File: src/design/crf_pkg.sv
package crf_pkg;
  // ==========================================================
  // register map (byte addresses; bases of the word, byte, pair and quad windows, one aligned word each for the rest)
  localparam logic [8:0] OFF_WORD  = 9'h000;
  localparam logic [8:0] OFF_FCW   = 9'h040;
  localparam logic [8:0] OFF_PC    = 9'h044;
  localparam logic [8:0] OFF_NSP   = 9'h048;
  localparam logic [8:0] OFF_SAVED = 9'h04C;
  localparam logic [8:0] OFF_BYTE  = 9'h080;
  localparam logic [8:0] OFF_PAIR  = 9'h0C0;
  localparam logic [8:0] OFF_QUAD  = 9'h0E0;
  localparam logic [8:0] OFF_ALU   = 9'h100;
  localparam logic [8:0] OFF_BUS   = 9'h104;
  localparam logic [8:0] OFF_TRAP  = 9'h108;
  localparam logic [8:0] OFF_STAT  = 9'h10C;
  // ==========================================================
  // flag and control word layout
  localparam int          FCW_SEG = 15;
  localparam int          FCW_SYS = 14;
  localparam int          FCW_C   = 7;
  localparam int          FCW_Z   = 6;
  localparam int          FCW_S   = 5;
  localparam int          FCW_V   = 4;
  localparam int          FCW_D   = 3;
  localparam int          FCW_H   = 2;
  localparam logic [15:0] FCW_RST = 16'h4000;
  // ==========================================================
  // status register bits, stack slots, sizes
  localparam int          STAT_IO_REF   = 0;
  localparam int          STAT_PRIV_REF = 1;
  localparam logic [3:0]  SP_HI         = 4'hE;
  localparam logic [3:0]  SP_LO         = 4'hF;
  localparam logic [15:0] PS_BYTES_SEG  = 16'h0008;
  localparam logic [15:0] PS_BYTES_NSEG = 16'h0004;
  // ==========================================================
  // bus status codes
  localparam logic [3:0] ST_INTERNAL = 4'h0;
  localparam logic [3:0] ST_IO       = 4'h2;
  localparam logic [3:0] ST_SPIO     = 4'h3;
  localparam logic [3:0] ST_DATA     = 4'h8;
  localparam logic [3:0] ST_STACK    = 4'h9;
  localparam logic [3:0] ST_IFETCH   = 4'hD;
  // ==========================================================
  // command encodings
  typedef enum logic [2:0] {
    ACC_FETCH = 3'h0,
    ACC_DATA  = 3'h1,
    ACC_STACK = 3'h2,
    ACC_IO    = 3'h3,
    ACC_SPIO  = 3'h4
  } crf_acc_e;
  typedef enum logic [1:0] {
    ALU_ADD = 2'h0,
    ALU_SUB = 2'h1,
    ALU_AND = 2'h2,
    ALU_XOR = 2'h3
  } crf_alu_e;
  typedef enum logic [4:0] {
    RG_NONE = 5'h01,
    RG_WORD = 5'h02,
    RG_BYTE = 5'h04,
    RG_PAIR = 5'h08,
    RG_QUAD = 5'h10
  } crf_rgn_e;
endpackage

File: src/design/crf_cpu_regs.sv
`timescale 1ns/1ns
module crf_cpu_regs
  import crf_pkg::*;
#(
  parameter bit SEGMENTED = 1'b1,
  parameter int NUM_GPR   = 16
)(
  input  wire logic        sys_clk,
  input  wire logic        srst,
  input  wire logic [8:0]  avs_address,
  input  wire logic        avs_read,
  input  wire logic        avs_write,
  input  wire logic [31:0] avs_writedata,
  output logic      [31:0] avs_readdata,
  output logic             avs_waitrequest,
  output logic      [3:0]  bus_status_code,
  output logic      [22:0] bus_address,
  output logic             bus_strobe,
  output logic             normal_system
);
  if (NUM_GPR != 16) begin : g_chk
    $error("crf_cpu_regs supports exactly 16 word registers");
  end

  // ==========================================================
  // state
  logic [15:0] gpr_q [16];
  logic [15:0] ssp_q [2];
  logic [15:0] fcw_q;
  logic [15:0] fcw_d;
  logic [31:0] pc_q;
  logic [15:0] saved_q;
  logic [1:0]  stat_q;
  logic        wait_q;
  logic [31:0] rdata_q;
  logic [3:0]  code_q;
  logic [22:0] addr_q;
  logic        strobe_q;
  logic        normal_q;

  wire logic       sys_mode = fcw_q[FCW_SYS];
  wire logic [8:0] a        = avs_address;
  wire logic [2:0] bv_word  = a[5:3];
  wire logic       bus_wr   = avs_write & ~wait_q;
  wire logic       bus_rd   = avs_read & wait_q;
  wire logic       spec_wr  = bus_wr & (a == OFF_FCW || a == OFF_PC || a == OFF_NSP);
  wire logic       priv_ok  = spec_wr & sys_mode;
  wire logic       alu_go   = bus_wr & (a == OFF_ALU);
  wire logic       acc_go   = bus_wr & (a == OFF_BUS);
  wire logic       trap_go  = bus_wr & (a == OFF_TRAP);

  // ==========================================================
  // decoding shared by read and write paths
  function automatic crf_rgn_e rgn(input logic [8:0] ad);
    if (ad[8:6] == 3'h0) return RG_WORD;
    if (ad[8:6] == OFF_BYTE[8:6]) return RG_BYTE;
    if (ad[8:5] == OFF_PAIR[8:5]) return RG_PAIR;
    if (ad[8:5] == OFF_QUAD[8:5]) return RG_QUAD;
    return RG_NONE;
  endfunction

  // the stack slots swap to the system pointer only in system mode
  function automatic logic sys_slot(input logic [3:0] i);
    return sys_mode && (i == SP_LO || (SEGMENTED && i == SP_HI));
  endfunction

  function automatic logic [15:0] vis_rd(input logic [3:0] i);
    if (sys_slot(i)) return ssp_q[i[0]];
    return gpr_q[i];
  endfunction

  function automatic logic [7:0] byte_rd(input logic [3:0] idx);
    logic [15:0] w;
    w = vis_rd({1'b0, idx[3:1]});
    return idx[0] ? w[7:0] : w[15:8];
  endfunction

  crf_rgn_e rg;
  assign rg = rgn(a);

  // ==========================================================
  // arithmetic and flags
  logic [15:0] op_a;
  logic [15:0] op_b;
  logic [16:0] sum;
  logic [15:0] res;
  logic        res_zero;
  logic        res_neg;
  logic        is_byte;
  logic [3:0]  dst;
  crf_alu_e    op;

  always_comb begin
    op      = crf_alu_e'(avs_writedata[1:0]);
    is_byte = avs_writedata[2];
    dst     = avs_writedata[7:4];
    op_a    = is_byte ? {8'h00, byte_rd(dst)} : vis_rd(dst);
    op_b    = is_byte ? {8'h00, byte_rd(avs_writedata[11:8])} : vis_rd(avs_writedata[11:8]);
    sum     = (op == ALU_SUB) ? {1'b0, op_a} - {1'b0, op_b} : {1'b0, op_a} + {1'b0, op_b};
    case (op)
      ALU_AND: res = op_a & op_b;
      ALU_XOR: res = op_a ^ op_b;
      default: res = sum[15:0];
    endcase
    res_zero = is_byte ? (res[7:0] == 8'h00) : (res == 16'h0000);
    res_neg  = is_byte ? res[7] : res[15];
  end

  always_comb begin
    logic am;
    logic bm;
    am    = is_byte ? op_a[7] : op_a[15];
    bm    = is_byte ? op_b[7] : op_b[15];
    fcw_d = fcw_q;
    if (alu_go) begin
      fcw_d[FCW_Z] = res_zero;
      fcw_d[FCW_S] = res_neg;
      if (op == ALU_ADD || op == ALU_SUB) begin
        fcw_d[FCW_C] = is_byte ? sum[8] : sum[16];
        fcw_d[FCW_V] = (am ^ res_neg) & ((op == ALU_SUB) ? (am ^ bm) : ~(am ^ bm));
        fcw_d[FCW_D] = (op == ALU_SUB);
        fcw_d[FCW_H] = op_a[4] ^ op_b[4] ^ res[4];
      end else if (is_byte) begin
        fcw_d[FCW_V] = ~^res[7:0];
      end
    end
    if (priv_ok && a == OFF_FCW) begin
      fcw_d          = avs_writedata[15:0];
      fcw_d[FCW_SEG] = SEGMENTED;
    end
    if (trap_go) begin
      fcw_d[FCW_SYS] = 1'b1;
    end
  end

  always_ff @(posedge sys_clk) begin
    if (srst) begin
      fcw_q    <= FCW_RST | {SEGMENTED, 15'h0000};
      normal_q <= ~FCW_RST[FCW_SYS];
    end else begin
      fcw_q    <= fcw_d;
      normal_q <= ~fcw_d[FCW_SYS];
    end
  end

  // ==========================================================
  // register writes through the word, byte, pair and quad views
  logic        wen [16];
  logic [15:0] wdat [16];

  always_comb begin
    logic [15:0] w;
    logic [3:0]  bi;
    w  = 16'h0000;
    bi = 4'h0;
    for (int i = 0; i < 16; i++) begin
      wen[i]  = 1'b0;
      wdat[i] = 16'h0000;
    end
    if (bus_wr && rg == RG_WORD) begin
      wen[a[5:2]]  = 1'b1;
      wdat[a[5:2]] = avs_writedata[15:0];
    end
    if (bus_wr && rg == RG_PAIR) begin
      wen[{a[4:2], 1'b0}]  = 1'b1;
      wdat[{a[4:2], 1'b0}] = avs_writedata[31:16];
      wen[{a[4:2], 1'b1}]  = 1'b1;
      wdat[{a[4:2], 1'b1}] = avs_writedata[15:0];
    end
    if (bus_wr && rg == RG_QUAD) begin
      wen[{a[4:2], 1'b0}]  = 1'b1;
      wdat[{a[4:2], 1'b0}] = avs_writedata[31:16];
      wen[{a[4:2], 1'b1}]  = 1'b1;
      wdat[{a[4:2], 1'b1}] = avs_writedata[15:0];
    end
    if ((bus_wr && rg == RG_BYTE) || (alu_go && is_byte)) begin
      bi = alu_go ? dst : a[5:2];
      w  = vis_rd({1'b0, bi[3:1]});
      if (bi[0]) w[7:0] = alu_go ? res[7:0] : avs_writedata[7:0];
      else w[15:8] = alu_go ? res[7:0] : avs_writedata[7:0];
      wen[{1'b0, bi[3:1]}]  = 1'b1;
      wdat[{1'b0, bi[3:1]}] = w;
    end
    if (alu_go && !is_byte) begin
      wen[dst]  = 1'b1;
      wdat[dst] = res;
    end
  end

  always_ff @(posedge sys_clk) begin
    if (srst) begin
      for (int i = 0; i < 16; i++) gpr_q[i] <= 16'h0000;
      ssp_q[0] <= 16'h0000;
      ssp_q[1] <= 16'h0000;
    end else begin
      for (int i = 0; i < 16; i++) begin
        if (wen[i] && sys_slot(4'(i))) ssp_q[i % 2] <= wdat[i];
        else if (wen[i]) gpr_q[i] <= wdat[i];
      end
      if (priv_ok && a == OFF_NSP) begin
        if (SEGMENTED) gpr_q[SP_HI] <= avs_writedata[31:16];
        gpr_q[SP_LO] <= avs_writedata[15:0];
      end
      // status save space comes off the system pointer only
      if (trap_go) begin
        ssp_q[1] <= ssp_q[1] - (SEGMENTED ? PS_BYTES_SEG : PS_BYTES_NSEG);
      end
    end
  end

  // ==========================================================
  // program status
  always_ff @(posedge sys_clk) begin
    if (srst) begin
      pc_q    <= 32'h0000_0000;
      saved_q <= 16'h0000;
    end else begin
      if (priv_ok && a == OFF_PC) begin
        pc_q <= SEGMENTED ? avs_writedata : {16'h0000, avs_writedata[15:0]};
      end
      if (trap_go) saved_q <= fcw_q;
    end
  end

  // ==========================================================
  // outgoing bus access
  always_ff @(posedge sys_clk) begin
    logic [22:0] ma;
    logic [15:0] sp_hi;
    sp_hi = vis_rd(SP_HI);
    ma    = avs_writedata[30:8];
    if (srst) begin
      code_q   <= ST_INTERNAL;
      addr_q   <= 23'h000000;
      strobe_q <= 1'b0;
    end else begin
      strobe_q <= 1'b0;
      if (acc_go) begin
        strobe_q <= 1'b1;
        if (!SEGMENTED) ma[22:16] = 7'h00;
        case (crf_acc_e'(avs_writedata[2:0]))
          ACC_FETCH: code_q <= ST_IFETCH;
          ACC_DATA:  code_q <= ST_DATA;
          ACC_STACK: code_q <= ST_STACK;
          ACC_IO:    code_q <= ST_IO;
          ACC_SPIO:  code_q <= ST_SPIO;
          default: begin
            code_q   <= ST_INTERNAL;
            strobe_q <= 1'b0;
          end
        endcase
        if (avs_writedata[2:0] == ACC_STACK) begin
          ma = SEGMENTED ? {sp_hi[6:0], vis_rd(SP_LO)} : {7'h00, vis_rd(SP_LO)};
        end
        if (avs_writedata[2:0] == ACC_IO || avs_writedata[2:0] == ACC_SPIO) begin
          ma = {7'h00, avs_writedata[23:8]};
          if (!sys_mode) begin
            code_q   <= ST_INTERNAL;
            strobe_q <= 1'b0;
          end
        end
        addr_q <= ma;
      end
    end
  end

  // ==========================================================
  // sticky refusal flags, write one to clear, a new event wins
  wire logic io_ref = acc_go & ~sys_mode
                    & (avs_writedata[2:0] == ACC_IO || avs_writedata[2:0] == ACC_SPIO);

  always_ff @(posedge sys_clk) begin
    logic [1:0] clr;
    clr = (bus_wr && a == OFF_STAT) ? avs_writedata[1:0] : 2'b00;
    if (srst) begin
      stat_q <= 2'b00;
    end else begin
      stat_q <= stat_q & ~clr;
      if (io_ref) stat_q[STAT_IO_REF] <= 1'b1;
      if (spec_wr && !sys_mode) stat_q[STAT_PRIV_REF] <= 1'b1;
    end
  end

  // ==========================================================
  // bus slave: one wait state, unmapped reads give zero
  always_ff @(posedge sys_clk) begin
    if (srst) begin
      wait_q  <= 1'b1;
      rdata_q <= 32'h0000_0000;
    end else begin
      wait_q <= ~((avs_read | avs_write) & wait_q);
      if (bus_rd) begin
        rdata_q <= 32'h0000_0000;
        case (rg)
          RG_WORD: rdata_q <= {16'h0000, vis_rd(a[5:2])};
          RG_BYTE: rdata_q <= {24'h000000, byte_rd(a[5:2])};
          RG_PAIR, RG_QUAD: rdata_q <= {vis_rd({a[4:2], 1'b0}), vis_rd({a[4:2], 1'b1})};
          default: begin
            if (sys_mode) begin
              if (a == OFF_FCW) rdata_q <= {16'h0000, fcw_q};
              if (a == OFF_PC) rdata_q <= pc_q;
              if (a == OFF_NSP) rdata_q <= {SEGMENTED ? gpr_q[SP_HI] : 16'h0000, gpr_q[SP_LO]};
              if (a == OFF_SAVED) rdata_q <= {16'h0000, saved_q};
            end
            if (a == OFF_STAT) rdata_q <= {30'h0, stat_q};
          end
        endcase
      end
    end
  end

  assign avs_readdata    = rdata_q;
  assign avs_waitrequest = wait_q;
  assign bus_status_code = code_q;
  assign bus_address     = addr_q;
  assign bus_strobe      = strobe_q;
  assign normal_system   = normal_q;

  wire logic [15:0] ssp_lo = ssp_q[1];
  wire logic [7:0]  wd_lo  = avs_writedata[7:0];
  wire logic [22:0] ma_req = avs_writedata[30:8];
endmodule

File: config.mk
export PLATFORM = sky130hd
export DESIGN_NAME = crf_cpu_regs
export DESIGN_NICKNAME = d
export VERILOG_FILES = /design/src/design/crf_pkg.sv /design/src/design/crf_cpu_regs.sv
export SDC_FILE = /design/constraint.sdc
export NUM_CORES = 2
export LEC_CHECK = 0
export BUFFER_PORTS_ARGS = -buffer_cell sky130_fd_sc_hd__clkbuf_2
export CORE_MARGIN = 5
export CORE_UTILIZATION = 35
export CTS_CLUSTER_SIZE = 10
export DETAILED_ROUTE_END_ITERATION = 16
export MAX_ROUTING_LAYER = met4
export SLEW_MARGIN = 0
export SYNTH_ARGS = -nofsm -noshare
export SYNTH_HDL_FRONTEND = slang
export SYNTH_SLANG_ARGS = --single-unit
File: constraint.sdc
create_clock -name sys_clk -period 7.05 [get_ports sys_clk]
set_clock_uncertainty 0.1 [all_clocks]
set_input_delay 0.705 -clock sys_clk [delete_from_list [all_inputs] [get_ports sys_clk]]
set_output_delay 0.705 -clock sys_clk [all_outputs]
set_load 0.005 [all_outputs]
==> out/qor.yml <==
synthesis:
  synth_area_leaders: "edfxtp_1 23%, mux4_2 22%, dfxtp_1 6.9%"
  yosysTopAreaCell: "edfxtp_1"
  synth_top_area_share_pct: 23.4
  syn-num-nets: 3847
  syn_avg_cell_area_um2: 9.83
  ys_ff_latch: 415
  synth_compound_area_share_pct: 20.8
  ys_warn_count: 0
  netlist_area_um2: 37000
  async_flop_share_pct: 0
  yosys.area_share.simple_pct: 12.6
  synth_top_family_by_area: "multiplexers"
  synth_mux_area_share_pct: 28.9
  synth_top_flop_cell: "edfxtp_1"
  synth_xor_area_share_pct: 0.758
  yosysUniqueCellTypes: 92
  synth_fa_ha_area_share_pct: 1.34
  synthCells: 3763
  yosysSeqAreaShare_pct: 30.3
  synth-edff-count: 288
critical_path:
  setup.worst_path.class: "flip-flop to flip-flop"
  cp_max_fo: 18
  regToRegStartpoint: "gpr_q[6][1]"
  cp.required_ns: 7.49
  timing.rr.end: "fcw_q[6]"
  critPathCaptureType: "flip-flop"
  r2r_cells: 20
  ff2ff_setup_slack_ns: 0.66
  critPathLaunchType: "flip-flop"
  cp.arrival_ns: 6.84
sta:
  fin_ws_ns: 0.660
  finalHoldViolations: 0
  fin_crit_ns: 6.39
  relSlewSlack_pct: -5.23
  tightest_slew_ns: 1.57
  fin_tns_setup_ns: 0
  period_share_pct: 90.6
  whs_ns: 0.178
  max_freq_mhz: 156
  setup-violations-final: 0
  rsz0062_at_grt: "no"
  slew_violations: 5
finish:
  seqCellArea_um2: 11200
  multi_input_area_um2: 24100
  fillerInstances: 10400
  layout_commonest_cell: "nand2_1"
  layout_common_cells: "467 x nand2_1, 383 x a21oi_1, 365 x mux4_2"
  syn2layout_area_growth_pct: 13.0
  nNetsFinal: 3872
  drive_gt1_share_pct: 24.3
  final_area_um2: 41800
clock_tree:
  post_cts_buffers: 0
  ctsResizeCount: 0
  cts_sinks: 415
  path_clk_slew_ns: 0.06
  ctsHoldBuffers: 0
  clk_path_buf_depth: 3
  cts_buffers: 52
  tritoncts: "done"
  htreeDepth: 2
  root_buffer: "clkbuf_16"
  insertion_delay_ns: 0.66
floorplanning:
  pin_count: 107
  initial_utilization_pct: 35.2
  die_width_um: 335
  num_rows: 119
  die_area_um2: 112000
  core_um2: 105000
  die-height_um: 335
grt:
  grt_max_degree: 126
  grt_pass1_wl_mm: 281
  track_usage_pct: 35.6
  antenna_found_initial: 13
  grt_overflow: 0
  grt_pass1_vias: 35900
worst_hold_path:
  holdCritPathClass: "input pin to flip-flop"
  hold_depth: 2
  whs_endpoint: "avs_waitrequest"
  hp-start: "avs_read"
route:
  via_per_inst: 7.38
  drt-total-wl_mm: 203
  post-route-drc-count: 0
  ant_nets: 0
  vias: 38600
  dr.pass1.iters: 8
  wire_per_inst_um: 38.7
  dr.first_iter.drc_count: 7922
pwr:
  p_seq_share_pct: 36.2
  p_int_w: 0.00494
  cellLeakagePower_nw: 14.5
  p_clk_share_pct: 33.4
  p_sw_share_pct: 36.9
  power.density_nw_per_um2: 187
  comb_power_share_pct: 30.4
  power_switching_w: 0.00289
  vdd.ir_drop.worst_mv: 0.199
  fin_total_pwr_w: 0.00783
run_status:
  run_status: "complete, but fails checks"
  violations: "max-capacitance violations, max-slew violations"
placed_design:
  dp_hpwl_mm: 144
  place_congestion: 1.09
  dpl_cell_area_um2: 40200
  port_buffers: 106
  place_ws_ns: 0.441
job:
  cap_violations: 1
worst max path at each step:
stage | start | end | slack, ns | depth (start not counted)
after floorplan | avs_writedata[4] | fcw_q[4] | 0.97 | 22
after global placement | avs_writedata[9] | fcw_q[6] | 0.47 | 21
after detailed placement | avs_writedata[9] | fcw_q[6] | 0.44 | 21
after CTS | gpr_q[3][8] | fcw_q[6] | 0.90 | 20
after global routing | gpr_q[3][1] | gpr_q[7][14] | 0.58 | 21
final | gpr_q[6][1] | fcw_q[6] | 0.66 | 20
synthesized netlist by cell type, types with 66 or more instances:
master	count
a21oi_1	385
a22oi_1	181
buf_2	88
clkbuf_1	265
dfxtp_1	127
edfxtp_1	288
mux2i_1	216
mux4_2	365
nand2_1	467
nor2_1	286
o21ai_0	109
o22ai_1	66
routing by layer:
layer	track usage (%)	wire length, um	up-vias
li1	-	-	14900
met1	42.9	67700	18700
met2	49.3	82900	3981
met3	12.4	31700	1027
met4	25.7	20300	0
met5	-	0	-
flip-flops by register name (all words and copies together) (netlist names), 4 cells and up:
register and cells:
avs_readdata 32, bus_address 23, bus_status_code 4, fcw_q 15
gpr_q 256, pc_q 32, saved_q 16, ssp_q 32
per-stage QoR:
| stage | cells | util, % |
|---|---|---|
| 6_report | 5229 | 39.8 |
| 5_1_grt | 5227 | 39.8 |
| 4_1_cts | 5216 | 39.7 |
| 3_5_place_dp | 5125 | 38.2 |
| 3_3_place_gp | 5125 | 38.2 |
| 2_1_floorplan | 3763 | - |
critical path, stage by stage, from the launching register on:
cell and delay, ns:
edfxtp_1 0.56, mux4_2 0.52, mux4_2 0.47, nand2_1 0.09, o31ai_1 0.10, inv_1 0.10, ha_1 0.44, nand3_1 0.17
or2_1 0.28, o31ai_1 0.26, xnor2_1 0.12, ha_1 0.31, and4_1 0.21, or4b_1 0.43, a21oi_1 0.21, nor3_1 0.11
o21a_1 0.22, a211oi_4 1.06, buf_4 0.25, nor4_1 0.05, a21o_1 0.19
power by group through the flow:
stage	Combinational (W)	Sequential (W)	Clock, W
2_1_floorplan	0.00129	0.00279	0
3_3_place_gp	0.00224	0.00287	0
3_5_place_dp	0.00225	0.00287	0
4_1_cts	0.00226	0.00282	0.00261
5_1_grt	0.00241	0.00283	0.00271
6_report	0.00238	0.00283	0.00262
cells by family after synthesis:
kind of cell	Yosys count
compound gates	1157
xor+xnor	32
fa+ha+maj	39
buf+inv	472
flops	415
mux	609
simple gates	1039
final cells by class:
class / count / area share (%)
Multi-Input combinational cell: 2876 / 57.7
Sequential cell: 415 / 26.8
Timing Repair Buffer: 389 / 7.00
Tap cell: 1391 / 4.16
Clock buffer: 76 / 3.40
Inverter: 54 / 0.485
Clock inverter: 15 / 0.374
Antenna cell: 13 / 0.0778
(Power assumes the default switching activity.)
